[config.mk]
export PLATFORM = sky130hd
export DESIGN_NAME = tcev_top
export DESIGN_NICKNAME = d
export VERILOG_FILES = /design/src/tcev_pkg.sv /design/src/tcev_irq.sv /design/src/tcev_unit.sv /design/src/tcev_top.sv
export SDC_FILE = /design/constraint.sdc
export NUM_CORES = 1
export LEC_CHECK = 0
export BUFFER_PORTS_ARGS = -buffer_cell sky130_fd_sc_hd__buf_4
export CAP_MARGIN = 20
export CORE_MARGIN = 2
export CORE_UTILIZATION = 35
export DETAILED_ROUTE_END_ITERATION = 10
export GPL_TIMING_DRIVEN = 0
export HOLD_SLACK_MARGIN = 0.06
export PLACE_DENSITY = 0.63
export SLEW_MARGIN = 20
export SYNTH_ARGS = -nofsm -noshare
export SYNTH_HDL_FRONTEND = slang
export SYNTH_SLANG_ARGS = --single-unit
[constraint.sdc]
create_clock -name ref_clk_in -period 3.89 [get_ports ref_clk_in]
set_input_delay 0.1945 -clock ref_clk_in [delete_from_list [all_inputs] [get_ports ref_clk_in]]
set_output_delay 0.1945 -clock ref_clk_in [all_outputs]
set_load 0.01 [all_outputs]
[src/tcev_pkg.sv]
package tcev_pkg;

   // ---------------------------------------------------------------
   // Widths
   // ---------------------------------------------------------------
   localparam int CNT_W  = 16;
   localparam int DATA_W = 8;
   localparam int ADDR_W = 4;
   localparam int MODE_W = 4;
   localparam int IRQ_W  = 2;

   // ---------------------------------------------------------------
   // Register map
   // ---------------------------------------------------------------
   localparam logic [ADDR_W-1:0] ADDR_CTRL1  = 4'h0;
   localparam logic [ADDR_W-1:0] ADDR_CTRL2  = 4'h1;
   localparam logic [ADDR_W-1:0] ADDR_CMP1_H = 4'h2;
   localparam logic [ADDR_W-1:0] ADDR_CMP1_L = 4'h3;
   localparam logic [ADDR_W-1:0] ADDR_CMP2_H = 4'h4;
   localparam logic [ADDR_W-1:0] ADDR_CMP2_L = 4'h5;
   localparam logic [ADDR_W-1:0] ADDR_TSEL   = 4'h6;
   localparam logic [ADDR_W-1:0] ADDR_STATUS = 4'h7;
   localparam logic [ADDR_W-1:0] ADDR_MASK   = 4'h8;

   // ---------------------------------------------------------------
   // Fields and reset values
   // ---------------------------------------------------------------
   localparam logic [DATA_W-1:0] CTRL1_WMASK = 8'hff;
   localparam logic [DATA_W-1:0] CTRL2_WMASK = 8'h3f;
   localparam logic [DATA_W-1:0] TSEL_WMASK  = 8'h09;
   localparam logic [DATA_W-1:0] REG_RST     = 8'h00;
   localparam logic [DATA_W-1:0] CTRL_ZERO   = 8'h00;
   localparam int                TSEL_U1_BIT = 0;
   localparam int                TSEL_U2_BIT = 3;
   localparam int                EV1_BIT     = 0;
   localparam int                EV2_BIT     = 1;
   localparam logic [CNT_W-1:0]  CNT_ZERO    = 16'h0000;

   // ---------------------------------------------------------------
   // Compare modes
   // ---------------------------------------------------------------
   localparam logic [MODE_W-1:0] MODE_OFF     = 4'h0;
   localparam logic [MODE_W-1:0] MODE_TOGGLE  = 4'h2;
   localparam logic [MODE_W-1:0] MODE_SET     = 4'h8;
   localparam logic [MODE_W-1:0] MODE_CLEAR   = 4'h9;
   localparam logic [MODE_W-1:0] MODE_SWINT   = 4'ha;
   localparam logic [MODE_W-1:0] MODE_SPECIAL = 4'hb;

   typedef enum logic {
      TCEV_TMR_A = 1'b0,
      TCEV_TMR_B = 1'b1
   } tcev_timer_type;

endpackage

[src/tcev_irq.sv]
module tcev_irq
   import tcev_pkg::*;
(
   // Clock and reset
   input  wire logic             ref_clk_in,
   input  wire logic             srst_in,
   // Events and software access
   input  wire logic [IRQ_W-1:0] set_in,
   input  wire logic [IRQ_W-1:0] clr_in,
   input  wire logic [IRQ_W-1:0] mask_in,
   // Results
   output logic      [IRQ_W-1:0] status_out,
   output logic                  irq_out
);

   // A set arriving with its own clear is kept, so no event is lost.
   always_ff @(posedge ref_clk_in) begin
      if (srst_in) begin
         status_out <= '0;
      end else begin
         status_out <= (status_out & ~clr_in) | set_in;
      end
   end

   assign irq_out = |(status_out & mask_in);
endmodule

[src/tcev_unit.sv]
module tcev_unit
   import tcev_pkg::*;
(
   // Clock and reset
   input  wire logic              ref_clk_in,
   input  wire logic              srst_in,
   // Configuration
   input  wire logic [MODE_W-1:0] mode_in,
   input  wire logic              ctrl_wr_in,
   input  wire logic              ctrl_zero_in,
   input  wire logic              cmp_wr_in,
   input  wire logic              sleep_in,
   input  wire logic [CNT_W-1:0]  cmp_value_in,
   // Selected timer
   input  wire logic [CNT_W-1:0]  count_in,
   input  wire logic              tick_in,
   // Results
   output logic                   event_out,
   output logic                   trigger_out,
   output logic                   clear_req_out,
   output logic                   pin_out,
   output logic                   pin_oe_out
);

   logic eq;
   logic prev_eq;
   logic clear_pend;

   assign eq = (count_in == cmp_value_in);

   // Sleep freezes the history so that waking does not fake an edge.
   always_ff @(posedge ref_clk_in) begin
      if (srst_in) begin
         prev_eq <= 1'b0;
      end else if (!sleep_in) begin
         prev_eq <= eq;
      end
   end

   // One event per equality, none while asleep.
   assign event_out   = eq && !prev_eq && !sleep_in && (mode_in != MODE_OFF);
   assign trigger_out = event_out && (mode_in == MODE_SPECIAL);

   // The clear waits for the timer's own clock; a compare rewrite cancels it.
   always_ff @(posedge ref_clk_in) begin
      if (srst_in) begin
         clear_pend <= 1'b0;
      end else if (ctrl_wr_in || cmp_wr_in) begin
         clear_pend <= 1'b0;
      end else if (trigger_out && !tick_in) begin
         clear_pend <= 1'b1;
      end else if (tick_in) begin
         clear_pend <= 1'b0;
      end
   end

   assign clear_req_out = clear_pend || trigger_out;

   always_ff @(posedge ref_clk_in) begin
      if (srst_in || ctrl_zero_in) begin
         pin_out <= 1'b0;
      end else if (event_out) begin
         unique case (mode_in)
            MODE_TOGGLE: pin_out <= !pin_out;
            MODE_SET:    pin_out <= 1'b1;
            MODE_CLEAR:  pin_out <= 1'b0;
            default:     pin_out <= pin_out;
         endcase
      end
   end

   // Interrupt-only and trigger modes leave the pin to its other owner.
   assign pin_oe_out = (mode_in == MODE_TOGGLE) || (mode_in == MODE_SET)
                       || (mode_in == MODE_CLEAR);
endmodule

[src/tcev_top.sv]
// Behaviour
// - Compare value continuously tested against timer count.
// - Every match outside off mode and sleep sets the unit's event flag.
// - Mode field chooses the match action.
// - Interrupt-only mode leaves the pin alone.
// - Trigger mode sets flag in match cycle.
// - Trigger clears timer at next timer tick.
// - Trigger clear never sets timer overflow flag.
// - Trigger mode does not drive the pin.
// - Unit two trigger starts conversion when allowed.
// - Compare rewrite before tick cancels the clear.
// - Trigger mode makes compare a timer period.
// - Zero control write forces latch low.
// - Pin select chooses unit two output pin.
// - No matching or actions during sleep.
module tcev_top
   import tcev_pkg::*;
(
   // Clock and reset
   input  wire logic              ref_clk_in,
   input  wire logic              srst_in,
   // Register port
   input  wire logic [ADDR_W-1:0] reg_addr_in,
   input  wire logic [DATA_W-1:0] reg_wdata_in,
   input  wire logic              reg_wr_in,
   input  wire logic              reg_rd_in,
   output logic      [DATA_W-1:0] reg_rdata_out,
   // Timer A
   input  wire logic [CNT_W-1:0]  timer_a_count_in,
   input  wire logic              timer_a_tick_in,
   output logic                   timer_a_clear_out,
   // Timer B
   input  wire logic [CNT_W-1:0]  timer_b_count_in,
   input  wire logic              timer_b_tick_in,
   output logic                   timer_b_clear_out,
   // Converter
   input  wire logic              adc_power_in,
   input  wire logic              adc_trigger_source_in,
   output logic                   adc_start_out,
   // System
   input  wire logic              output_pin_select_in,
   input  wire logic              sleep_in,
   // Pins
   output logic                   unit1_pin_out,
   output logic                   unit1_pin_oe_out,
   output logic                   unit2_pin_a_out,
   output logic                   unit2_pin_a_oe_out,
   output logic                   unit2_pin_b_out,
   output logic                   unit2_pin_b_oe_out,
   // Interrupt
   output logic                   irq_out
);

   // ---------------------------------------------------------------
   // Registers
   // ---------------------------------------------------------------
   logic [DATA_W-1:0] unit1_control;
   logic [DATA_W-1:0] unit2_control;
   logic [DATA_W-1:0] unit1_compare_high;
   logic [DATA_W-1:0] unit1_compare_low;
   logic [DATA_W-1:0] unit2_compare_high;
   logic [DATA_W-1:0] unit2_compare_low;
   logic [DATA_W-1:0] unit_timer_select;
   logic [IRQ_W-1:0]  irq_mask;
   logic [IRQ_W-1:0]  irq_status;

   logic              wr_ctrl1;
   logic              wr_ctrl2;
   logic              wr_cmp1;
   logic              wr_cmp2;
   logic              wr_status;
   logic [IRQ_W-1:0]  status_clr;
   logic [DATA_W-1:0] next_rdata;

   assign wr_ctrl1  = reg_wr_in && (reg_addr_in == ADDR_CTRL1);
   assign wr_ctrl2  = reg_wr_in && (reg_addr_in == ADDR_CTRL2);
   assign wr_cmp1   = reg_wr_in && ((reg_addr_in == ADDR_CMP1_H)
                      || (reg_addr_in == ADDR_CMP1_L));
   assign wr_cmp2   = reg_wr_in && ((reg_addr_in == ADDR_CMP2_H)
                      || (reg_addr_in == ADDR_CMP2_L));
   assign wr_status = reg_wr_in && (reg_addr_in == ADDR_STATUS);

   always_ff @(posedge ref_clk_in) begin
      if (srst_in) begin
         unit1_control <= REG_RST;
      end else if (wr_ctrl1) begin
         unit1_control <= reg_wdata_in & CTRL1_WMASK;
      end
   end

   always_ff @(posedge ref_clk_in) begin
      if (srst_in) begin
         unit2_control <= REG_RST;
      end else if (wr_ctrl2) begin
         unit2_control <= reg_wdata_in & CTRL2_WMASK;
      end
   end

   always_ff @(posedge ref_clk_in) begin
      if (srst_in) begin
         unit1_compare_high <= REG_RST;
         unit1_compare_low  <= REG_RST;
      end else if (wr_cmp1) begin
         if (reg_addr_in == ADDR_CMP1_H) begin
            unit1_compare_high <= reg_wdata_in;
         end else begin
            unit1_compare_low <= reg_wdata_in;
         end
      end
   end

   always_ff @(posedge ref_clk_in) begin
      if (srst_in) begin
         unit2_compare_high <= REG_RST;
         unit2_compare_low  <= REG_RST;
      end else if (wr_cmp2) begin
         if (reg_addr_in == ADDR_CMP2_H) begin
            unit2_compare_high <= reg_wdata_in;
         end else begin
            unit2_compare_low <= reg_wdata_in;
         end
      end
   end

   always_ff @(posedge ref_clk_in) begin
      if (srst_in) begin
         unit_timer_select <= REG_RST;
      end else if (reg_wr_in && (reg_addr_in == ADDR_TSEL)) begin
         unit_timer_select <= reg_wdata_in & TSEL_WMASK;
      end
   end

   always_ff @(posedge ref_clk_in) begin
      if (srst_in) begin
         irq_mask <= '0;
      end else if (reg_wr_in && (reg_addr_in == ADDR_MASK)) begin
         irq_mask <= reg_wdata_in[IRQ_W-1:0];
      end
   end

   // ---------------------------------------------------------------
   // Read port
   // ---------------------------------------------------------------
   always_comb begin
      next_rdata = '0;
      unique case (reg_addr_in)
         ADDR_CTRL1:  next_rdata = unit1_control;
         ADDR_CTRL2:  next_rdata = unit2_control;
         ADDR_CMP1_H: next_rdata = unit1_compare_high;
         ADDR_CMP1_L: next_rdata = unit1_compare_low;
         ADDR_CMP2_H: next_rdata = unit2_compare_high;
         ADDR_CMP2_L: next_rdata = unit2_compare_low;
         ADDR_TSEL:   next_rdata = unit_timer_select;
         ADDR_STATUS: next_rdata = {{(DATA_W-IRQ_W){1'b0}}, irq_status};
         ADDR_MASK:   next_rdata = {{(DATA_W-IRQ_W){1'b0}}, irq_mask};
         default:     next_rdata = '0;
      endcase
   end

   // Read data stands only in the cycle after the strobe.
   always_ff @(posedge ref_clk_in) begin
      if (srst_in || !reg_rd_in) begin
         reg_rdata_out <= '0;
      end else begin
         reg_rdata_out <= next_rdata;
      end
   end

   // ---------------------------------------------------------------
   // Timer routing
   // ---------------------------------------------------------------
   tcev_timer_type   sel1;
   tcev_timer_type   sel2;
   logic [CNT_W-1:0] count1;
   logic [CNT_W-1:0] count2;
   logic             tick1;
   logic             tick2;

   assign sel1   = tcev_timer_type'(unit_timer_select[TSEL_U1_BIT]);
   assign sel2   = tcev_timer_type'(unit_timer_select[TSEL_U2_BIT]);
   assign count1 = (sel1 == TCEV_TMR_B) ? timer_b_count_in : timer_a_count_in;
   assign count2 = (sel2 == TCEV_TMR_B) ? timer_b_count_in : timer_a_count_in;
   // Ticks are the timer's own slower clock enables.
   assign tick1  = (sel1 == TCEV_TMR_B) ? timer_b_tick_in : timer_a_tick_in;
   assign tick2  = (sel2 == TCEV_TMR_B) ? timer_b_tick_in : timer_a_tick_in;

   // ---------------------------------------------------------------
   // Compare units
   // ---------------------------------------------------------------
   logic ev1;
   logic ev2;
   logic trig1;
   logic trig2;
   logic clr1;
   logic clr2;
   logic pin1;
   logic pin2;
   logic oe1;
   logic oe2;

   tcev_unit u_unit1 (
      .ref_clk_in   (ref_clk_in),
      .srst_in      (srst_in),
      .mode_in      (unit1_control[MODE_W-1:0]),
      .ctrl_wr_in   (wr_ctrl1),
      .ctrl_zero_in (wr_ctrl1 && (reg_wdata_in == CTRL_ZERO)),
      .cmp_wr_in    (wr_cmp1),
      .sleep_in     (sleep_in),
      .cmp_value_in ({unit1_compare_high, unit1_compare_low}),
      .count_in     (count1),
      .tick_in      (tick1),
      .event_out    (ev1),
      .trigger_out  (trig1),
      .clear_req_out(clr1),
      .pin_out      (pin1),
      .pin_oe_out   (oe1)
   );

   tcev_unit u_unit2 (
      .ref_clk_in   (ref_clk_in),
      .srst_in      (srst_in),
      .mode_in      (unit2_control[MODE_W-1:0]),
      .ctrl_wr_in   (wr_ctrl2),
      .ctrl_zero_in (wr_ctrl2 && (reg_wdata_in == CTRL_ZERO)),
      .cmp_wr_in    (wr_cmp2),
      .sleep_in     (sleep_in),
      .cmp_value_in ({unit2_compare_high, unit2_compare_low}),
      .count_in     (count2),
      .tick_in      (tick2),
      .event_out    (ev2),
      .trigger_out  (trig2),
      .clear_req_out(clr2),
      .pin_out      (pin2),
      .pin_oe_out   (oe2)
   );

   // The clear is a separate load request, so the timer never sees it as an
   // overflow and its overflow flag stays untouched.
   assign timer_a_clear_out = (clr1 && (sel1 == TCEV_TMR_A))
                              || (clr2 && (sel2 == TCEV_TMR_A));
   assign timer_b_clear_out = (clr1 && (sel1 == TCEV_TMR_B))
                              || (clr2 && (sel2 == TCEV_TMR_B));

   // ---------------------------------------------------------------
   // Converter start
   // ---------------------------------------------------------------
   always_ff @(posedge ref_clk_in) begin
      if (srst_in) begin
         adc_start_out <= 1'b0;
      end else begin
         adc_start_out <= trig2 && adc_power_in && !adc_trigger_source_in;
      end
   end

   // ---------------------------------------------------------------
   // Pins
   // ---------------------------------------------------------------
   // Direction bits live outside; oe only says this unit owns the pin.
   assign unit1_pin_out      = pin1;
   assign unit1_pin_oe_out   = oe1;
   assign unit2_pin_a_out    = pin2 && !output_pin_select_in;
   assign unit2_pin_a_oe_out = oe2 && !output_pin_select_in;
   assign unit2_pin_b_out    = pin2 && output_pin_select_in;
   assign unit2_pin_b_oe_out = oe2 && output_pin_select_in;

   // ---------------------------------------------------------------
   // Interrupts
   // ---------------------------------------------------------------
   assign status_clr = wr_status ? reg_wdata_in[IRQ_W-1:0] : '0;

   tcev_irq u_irq (
      .ref_clk_in(ref_clk_in),
      .srst_in   (srst_in),
      .set_in    ({ev2, ev1}),
      .clr_in    (status_clr),
      .mask_in   (irq_mask),
      .status_out(irq_status),
      .irq_out   (irq_out)
   );

   logic [MODE_W-1:0] mode1;
   logic [MODE_W-1:0] mode2;

   assign mode1 = unit1_control[MODE_W-1:0];
   assign mode2 = unit2_control[MODE_W-1:0];
endmodule

# --- Yosys cells after proc, flatten, opt, wreduce, memory -nomap -nowiden ---
# Cells that the tools add are included.
word_totals:
  register_bits: 67
  latch_bits: 0
  ram_bits: 0
  romBits: 0
  input_bits: 54
  out_inout_bits: 18
  wordCells: 126
  mem_count: 0
op_classes:
  add_sub_neg: 0
  n_mul: 0
  n_div: 0
  order_cmp: 0
  n_eq_ne: 18
  n_shift: 0
  mux: 12
  n_bitwise: 8
  reduce_logical: 71
ops:
  columns: ["operator", "count"]
  rows:
  - ["$pmux W8 S9", 1]
  - ["$eq A16 B16 Y1", 2]
  - ["$mux W16", 2]
  - ["$logic_and A1 B1 Y1", 29]
  - ["$eq A4 B4 Y1 const B", 7]
  - ["$eq A4 B2 Y1 const B", 4]
  - ["$eq A4 B3 Y1 const B", 4]
  - ["$logic_or A1 B1 Y1", 15]
  - ["$reduce_and A2 Y1", 6]
  - ["$logic_not A1 Y1", 10]
  - ["$logic_not A8 Y1", 1]
  - ["$reduce_bool A4 Y1", 2]
  - ["$mux W1", 6]
  - ["$pmux W1 S3", 2]
  - ["$reduce_bool A3 Y1", 2]
  - ["$reduce_or A2 Y1", 3]
  - ["$and A2 B2 Y2", 2]
  - ["$eq A4 B1 Y1 const B", 1]
  - ["$logic_not A4 Y1", 1]
  - ["$not A1 Y1", 4]
  - ["$reduce_bool A2 Y1", 2]
  - ["$mux W2", 1]
  - ["$not A2 Y2", 1]
  - ["$or A2 B2 Y2", 1]

# --- Logic depth before layout (Yosys ltp) ---
logic_depth:
  ltp_word: 9
  ltp_mapped: 9
  depth_no_buf: 6

# --- Hierarchy ---
# Synthesis repeated with hierarchy kept, for this count alone.
unflattened:
  cells_unflattened: 434
  area_unflattened_um2: 3938.8
modules_own_cells:
  columns: ["module", "instances", "cells_each", "area_each_um2", "seq_area_each_um2"]
  rows:
  - ["tcev_top", 1, 333, 3104.2, 1181.1]
  - ["tcev_unit", 2, 46, 377.9, 60.1]
  - ["tcev_irq", 1, 9, 78.8, 40.0]

# --- Worst setup path before layout ---
# OpenSTA, ideal clock, no wires.
synth_path:
  kind: "reg-to-output"
  start: "reg unit_timer_select[3]"
  end: "out timer_a_clear_out"
  t_arrival_ns: 1.961
  required_time_ns: 3.695
  setup_slack_ns: 1.735
  stages_incl_launch_ff: 9
  cell_sequence: "dfxtp_1 -> clkbuf_1 -> buf_6 -> mux2i_1 -> xor2_1 -> nand4_1 -> nor4_1 -> and4_1 -> a221o_1"
synth_between:
  elab_chain_len: 9
  elab_cells_between_ends: 10
  cone_classes: "1 x eq/ne; 1 x mux; 1 x bitwise; 7 x reduce/logical"
synth_lines:
  columns: ["item", "line_no", "rtl"]
  rows:
  - ["from (decl)", "tcev_top.sv:63", "logic [DATA_W-1:0] unit_timer_select;"]
  - ["from (signal assigned)", "tcev_top.sv:129", "unit_timer_select <= reg_wdata_in & TSEL_WMASK;"]
  - ["$mux W16", "tcev_top.sv:182", "assign count2 = (sel2 == TCEV_TMR_B) ? timer_b_count_in : timer_a_count_in;"]
  - ["$eq A16 B16 Y1", "tcev_unit.sv:29", "assign eq = (count_in == cmp_value_in);"]
  - ["$logic_and A1 B1 Y1 (3 in series)", "tcev_unit.sv:41", "assign event_out = eq && !prev_eq && !sleep_in && (mode_in != MODE_OFF);"]
  - ["$logic_and A1 B1 Y1", "tcev_unit.sv:42", "assign trigger_out = event_out && (mode_in == MODE_SPECIAL);"]
  - ["$logic_or A1 B1 Y1", "tcev_unit.sv:57", "assign clear_req_out = clear_pend || trigger_out;"]
  - ["$logic_and A1 B1 Y1 (*)", "tcev_top.sv:240", "|| (clr2 && (sel2 == TCEV_TMR_A));"]
  - ["$logic_or A1 B1 Y1 (*)", "tcev_top.sv:240", null]
  - ["to (decl)", "tcev_top.sv:31", "output logic timer_a_clear_out,"]
# Every way passes the cells marked *; elsewhere a longest branch is shown, timed or not.

# --- Worst setup path after layout ---
# Same ends and word-level chain as after synthesis.

==> impl_metrics.yaml <==
sta:
  fin_crit_sh: 0.8529
  timing.hold.ws_ps: 123.3
  relSlewSlack: 0.2638
  rsz0062_at_grt: "no"
  tightest_slew_ps: 1096
  drv_slew: 0
  finClkSkew_ps: 9.120
  min_period_ps: 3318
  max_freq_ghz: 0.3014
  finalSetupViolCount: 0
  hold_violations: 0
  totalNegativeSetupSlack_ps: 0
place:
  io_buffers: 67
  gp_congestion: 0.9314
  dp_hpwl_um: 9304
  placed_cell_area_um2: 4473
clock_tree:
  cts_tree: "yes"
  numCtsBuffers: 9
  htreeDepth: 3
  clock_latency_ps: 360
  max-clock-path-buffers: 2
  cts_sinks: 67
  clkTransAtPathRegs_ps: 70
  clockRootBuffer: "clkbuf_8"
worst_setup_path:
  rr_endpoint: "u_unit2.clear_pend"
  setup.worst_path.end_class: "primary output"
  crit_chain: "clkbuf_1, buf_2, mux2i_1, xnor2_1, nor4_1, and4_1, a221o_1, buf_4"
  criticalPathCategory: "flop to primary output"
  arrival_ps: 3120
  required_ps: 3700
  slowest_delay_ps: 850
  slowest_stage: "nor4_1"
  cp_max_fo: 10
  start_kind: "flop"
  reg2reg_slack_ps: 940
  r2r_cells: 7
  worstReg2RegStart: "unit_timer_select[3]"
routing:
  detail-route-antenna-nets: 0
  vias: 3780
  wire_per_inst_um: 17.92
  wl_um: 12260
  drt_iter0_drc: 256
  drtPass1Iterations: 5
  post_drt_via_cell_ratio: 5.526
  drcViolationCount: 0
global_routing:
  track_usage: 0.2218
  grt_pass1_wl_um: 19640
  grt_overflow: 0
  grt_pass1_vias: 3720
  antenna_found_initial: 0
  grt_max_degree: 13
power:
  p_total_uw: 1533
  power_per_cell_area_nw_per_um2: 326.2
  ir_drop_v: 0.0002005
  power_leakage_uw: 0.001682
floorplan:
  die_area_um2: 11690
  die_height_um: 108.1
  die_x_um: 108.1
  boundaryPins: 72
  rows: 38
  start_util: 0.3547
  core_um2: 10700
layout:
  final_cell_mix: "67 x dfxtp_1, 67 x buf_4, 62 x mux2i_1"
  design_area_um2: 4701
  multi_input_comb_area_um2: 2271
  drive_above_1_share: 0.1691
  nets: 593
  insertedDiodeCount: 0
  final.fill_count: 1065
  syn_to_final_growth_pct: 23.87
  register_area_um2: 1341
synth:
  ys_types: 48
  synth.avg_cell_area_um2: 8.250
  netlist.area_leader.share: 0.3534
  synth_async_sr_flop_share: 0
  ys.flop_type: "dfxtp_1"
  ys_seq_area_frac: 0.3534
  ys_ff_latch: 67
  synthTopCellsByArea: "dfxtp_1 35%, mux2i_1 16%, a21oi_1 5.7%, nand2_1 5.1%, nand3_1 5.0%"
  netlist_area_um2: 3795
  yosys_warnings: 0
  synth.largest_area_cell: "dfxtp_1"
  synth_fp_nets: 514
  synth_edf_count: 0
  synth_cells: 460
status:
  status: "finished clean"
job:
  maxCapViolCount: 0
worst_hold_path:
  min-delay-start: "adc_power_in"
  hold_depth: 2
  hp-class: "input port to flop"
  hold_end: "adc_start_out"
## state kept, by name, summed over array words and instances, names as in the netlist
| name | cells |
|---|---|
| reg_rdata_out | 8 |
| unit1_compare_high | 8 |
| unit1_compare_low | 8 |
| unit1_control | 8 |
| unit2_compare_high | 8 |
| unit2_compare_low | 8 |
| unit2_control | 6 |
| irq_mask | 2 |
| u_irq.status_out | 2 |
| unit_timer_select | 2 |
| adc_start_out | 1 |
| u_unit1.clear_pend | 1 |
| u_unit1.pin_out | 1 |
| u_unit1.prev_eq | 1 |
| u_unit2.clear_pend | 1 |
| u_unit2.pin_out | 1 |
| u_unit2.prev_eq | 1 |
## metal layers
metal	global-route usage	part of all wire	vias up
met3	0.04099	0.067	26
met4	0.07143	0.025	0
met5	0	0	-
li1	-	-	1793
met2	0.3670	0.47	160
met1	0.2919	0.44	1801
## Yosys cell counts, types with 3 or more instances
| library cell | count |
|---|---|
| a21oi_1 | 43 |
| a221oi_1 | 7 |
| a22oi_1 | 4 |
| a31oi_1 | 3 |
| buf_6 | 3 |
| clkbuf_1 | 25 |
| dfxtp_1 | 67 |
| inv_1 | 6 |
| mux2i_1 | 62 |
| nand2_1 | 52 |
| nand2b_1 | 4 |
| nand3_1 | 38 |
| nand4_1 | 5 |
| nor2_1 | 47 |
| nor2b_1 | 5 |
| nor3_1 | 7 |
| nor4_1 | 8 |
| nor4b_1 | 3 |
| o21ai_0 | 4 |
| o22ai_1 | 3 |
| xnor2_1 | 15 |
| xor2_1 | 19 |
## worst max-delay path: cells and delay by family (launching register included)
kind,cells,cell delay [ps]
buffers and inverters,3,700
DFF,1,320
AOI/OAI and AO/OA,1,160
and+or+nand+nor,2,1180
muxes,1,310
xor gates and xnor gates,1,100
## cell type report
class | count | area share
Inverter | 6 | 0.004791
Buffer | 32 | 0.03407
Clock inverter | 6 | 0.01916
Clock buffer | 10 | 0.02715
Sequential cell | 67 | 0.2853
Timing Repair Buffer | 68 | 0.1091
Tap cell | 140 | 0.03726
Multi-Input combinational cell | 355 | 0.4831
## what timing repair did
action                                 4_1_cts  5_1_grt
setup endpoints to repair                    0        0
resized for setup                            0        0
setup buffers                                0        0
hold buffers                                 1        0
endpoints found under the hold margin        1        0
## how the worst max path moves through the flow
| stage | start | to | slack, ps | depth (start not counted) |
|---|---|---|---|---|
| after floorplan | unit_timer_select[3] | timer_a_clear_out | 1730 | 8 |
| after CTS | unit_timer_select[3] | timer_a_clear_out | 640 | 9 |
| after global routing | unit_timer_select[3] | timer_a_clear_out | 440 | 9 |
| after global placement | unit_timer_select[3] | u_unit2.clear_pend | 1040 | 7 |
| after detailed placement | unit_timer_select[3] | u_unit2.clear_pend | 1030 | 8 |
| final | unit_timer_select[3] | timer_a_clear_out | 570 | 8 |
## kinds of logic (layout without fill, tap and decap cells)
group,count (synthesis),in the layout,synth area share
simple gates,179,179,0.2226
compound gates,79,79,0.1309
flops,67,67,0.3534
mux,63,63,0.1665
buf+inv,38,122,0.04814
xor+xnor,34,34,0.07847
## power breakdown
part	total (uW)	switching, uW	internal (uW)
clock	654	292	362
sequential	699	6.64	692
combinational	181	105	76.4
total	1530	403	1130
## stage by stage
step                        util  worst slack [ps]  instances
after floorplan                -              1735        460
after detailed placement  0.4181              1029        667
after global placement    0.4181              1036        667
final                     0.4394             572.1        684
after CTS                 0.4394             639.7        684
after global routing      0.4394             443.3        684
(Power assumes the default switching activity.)
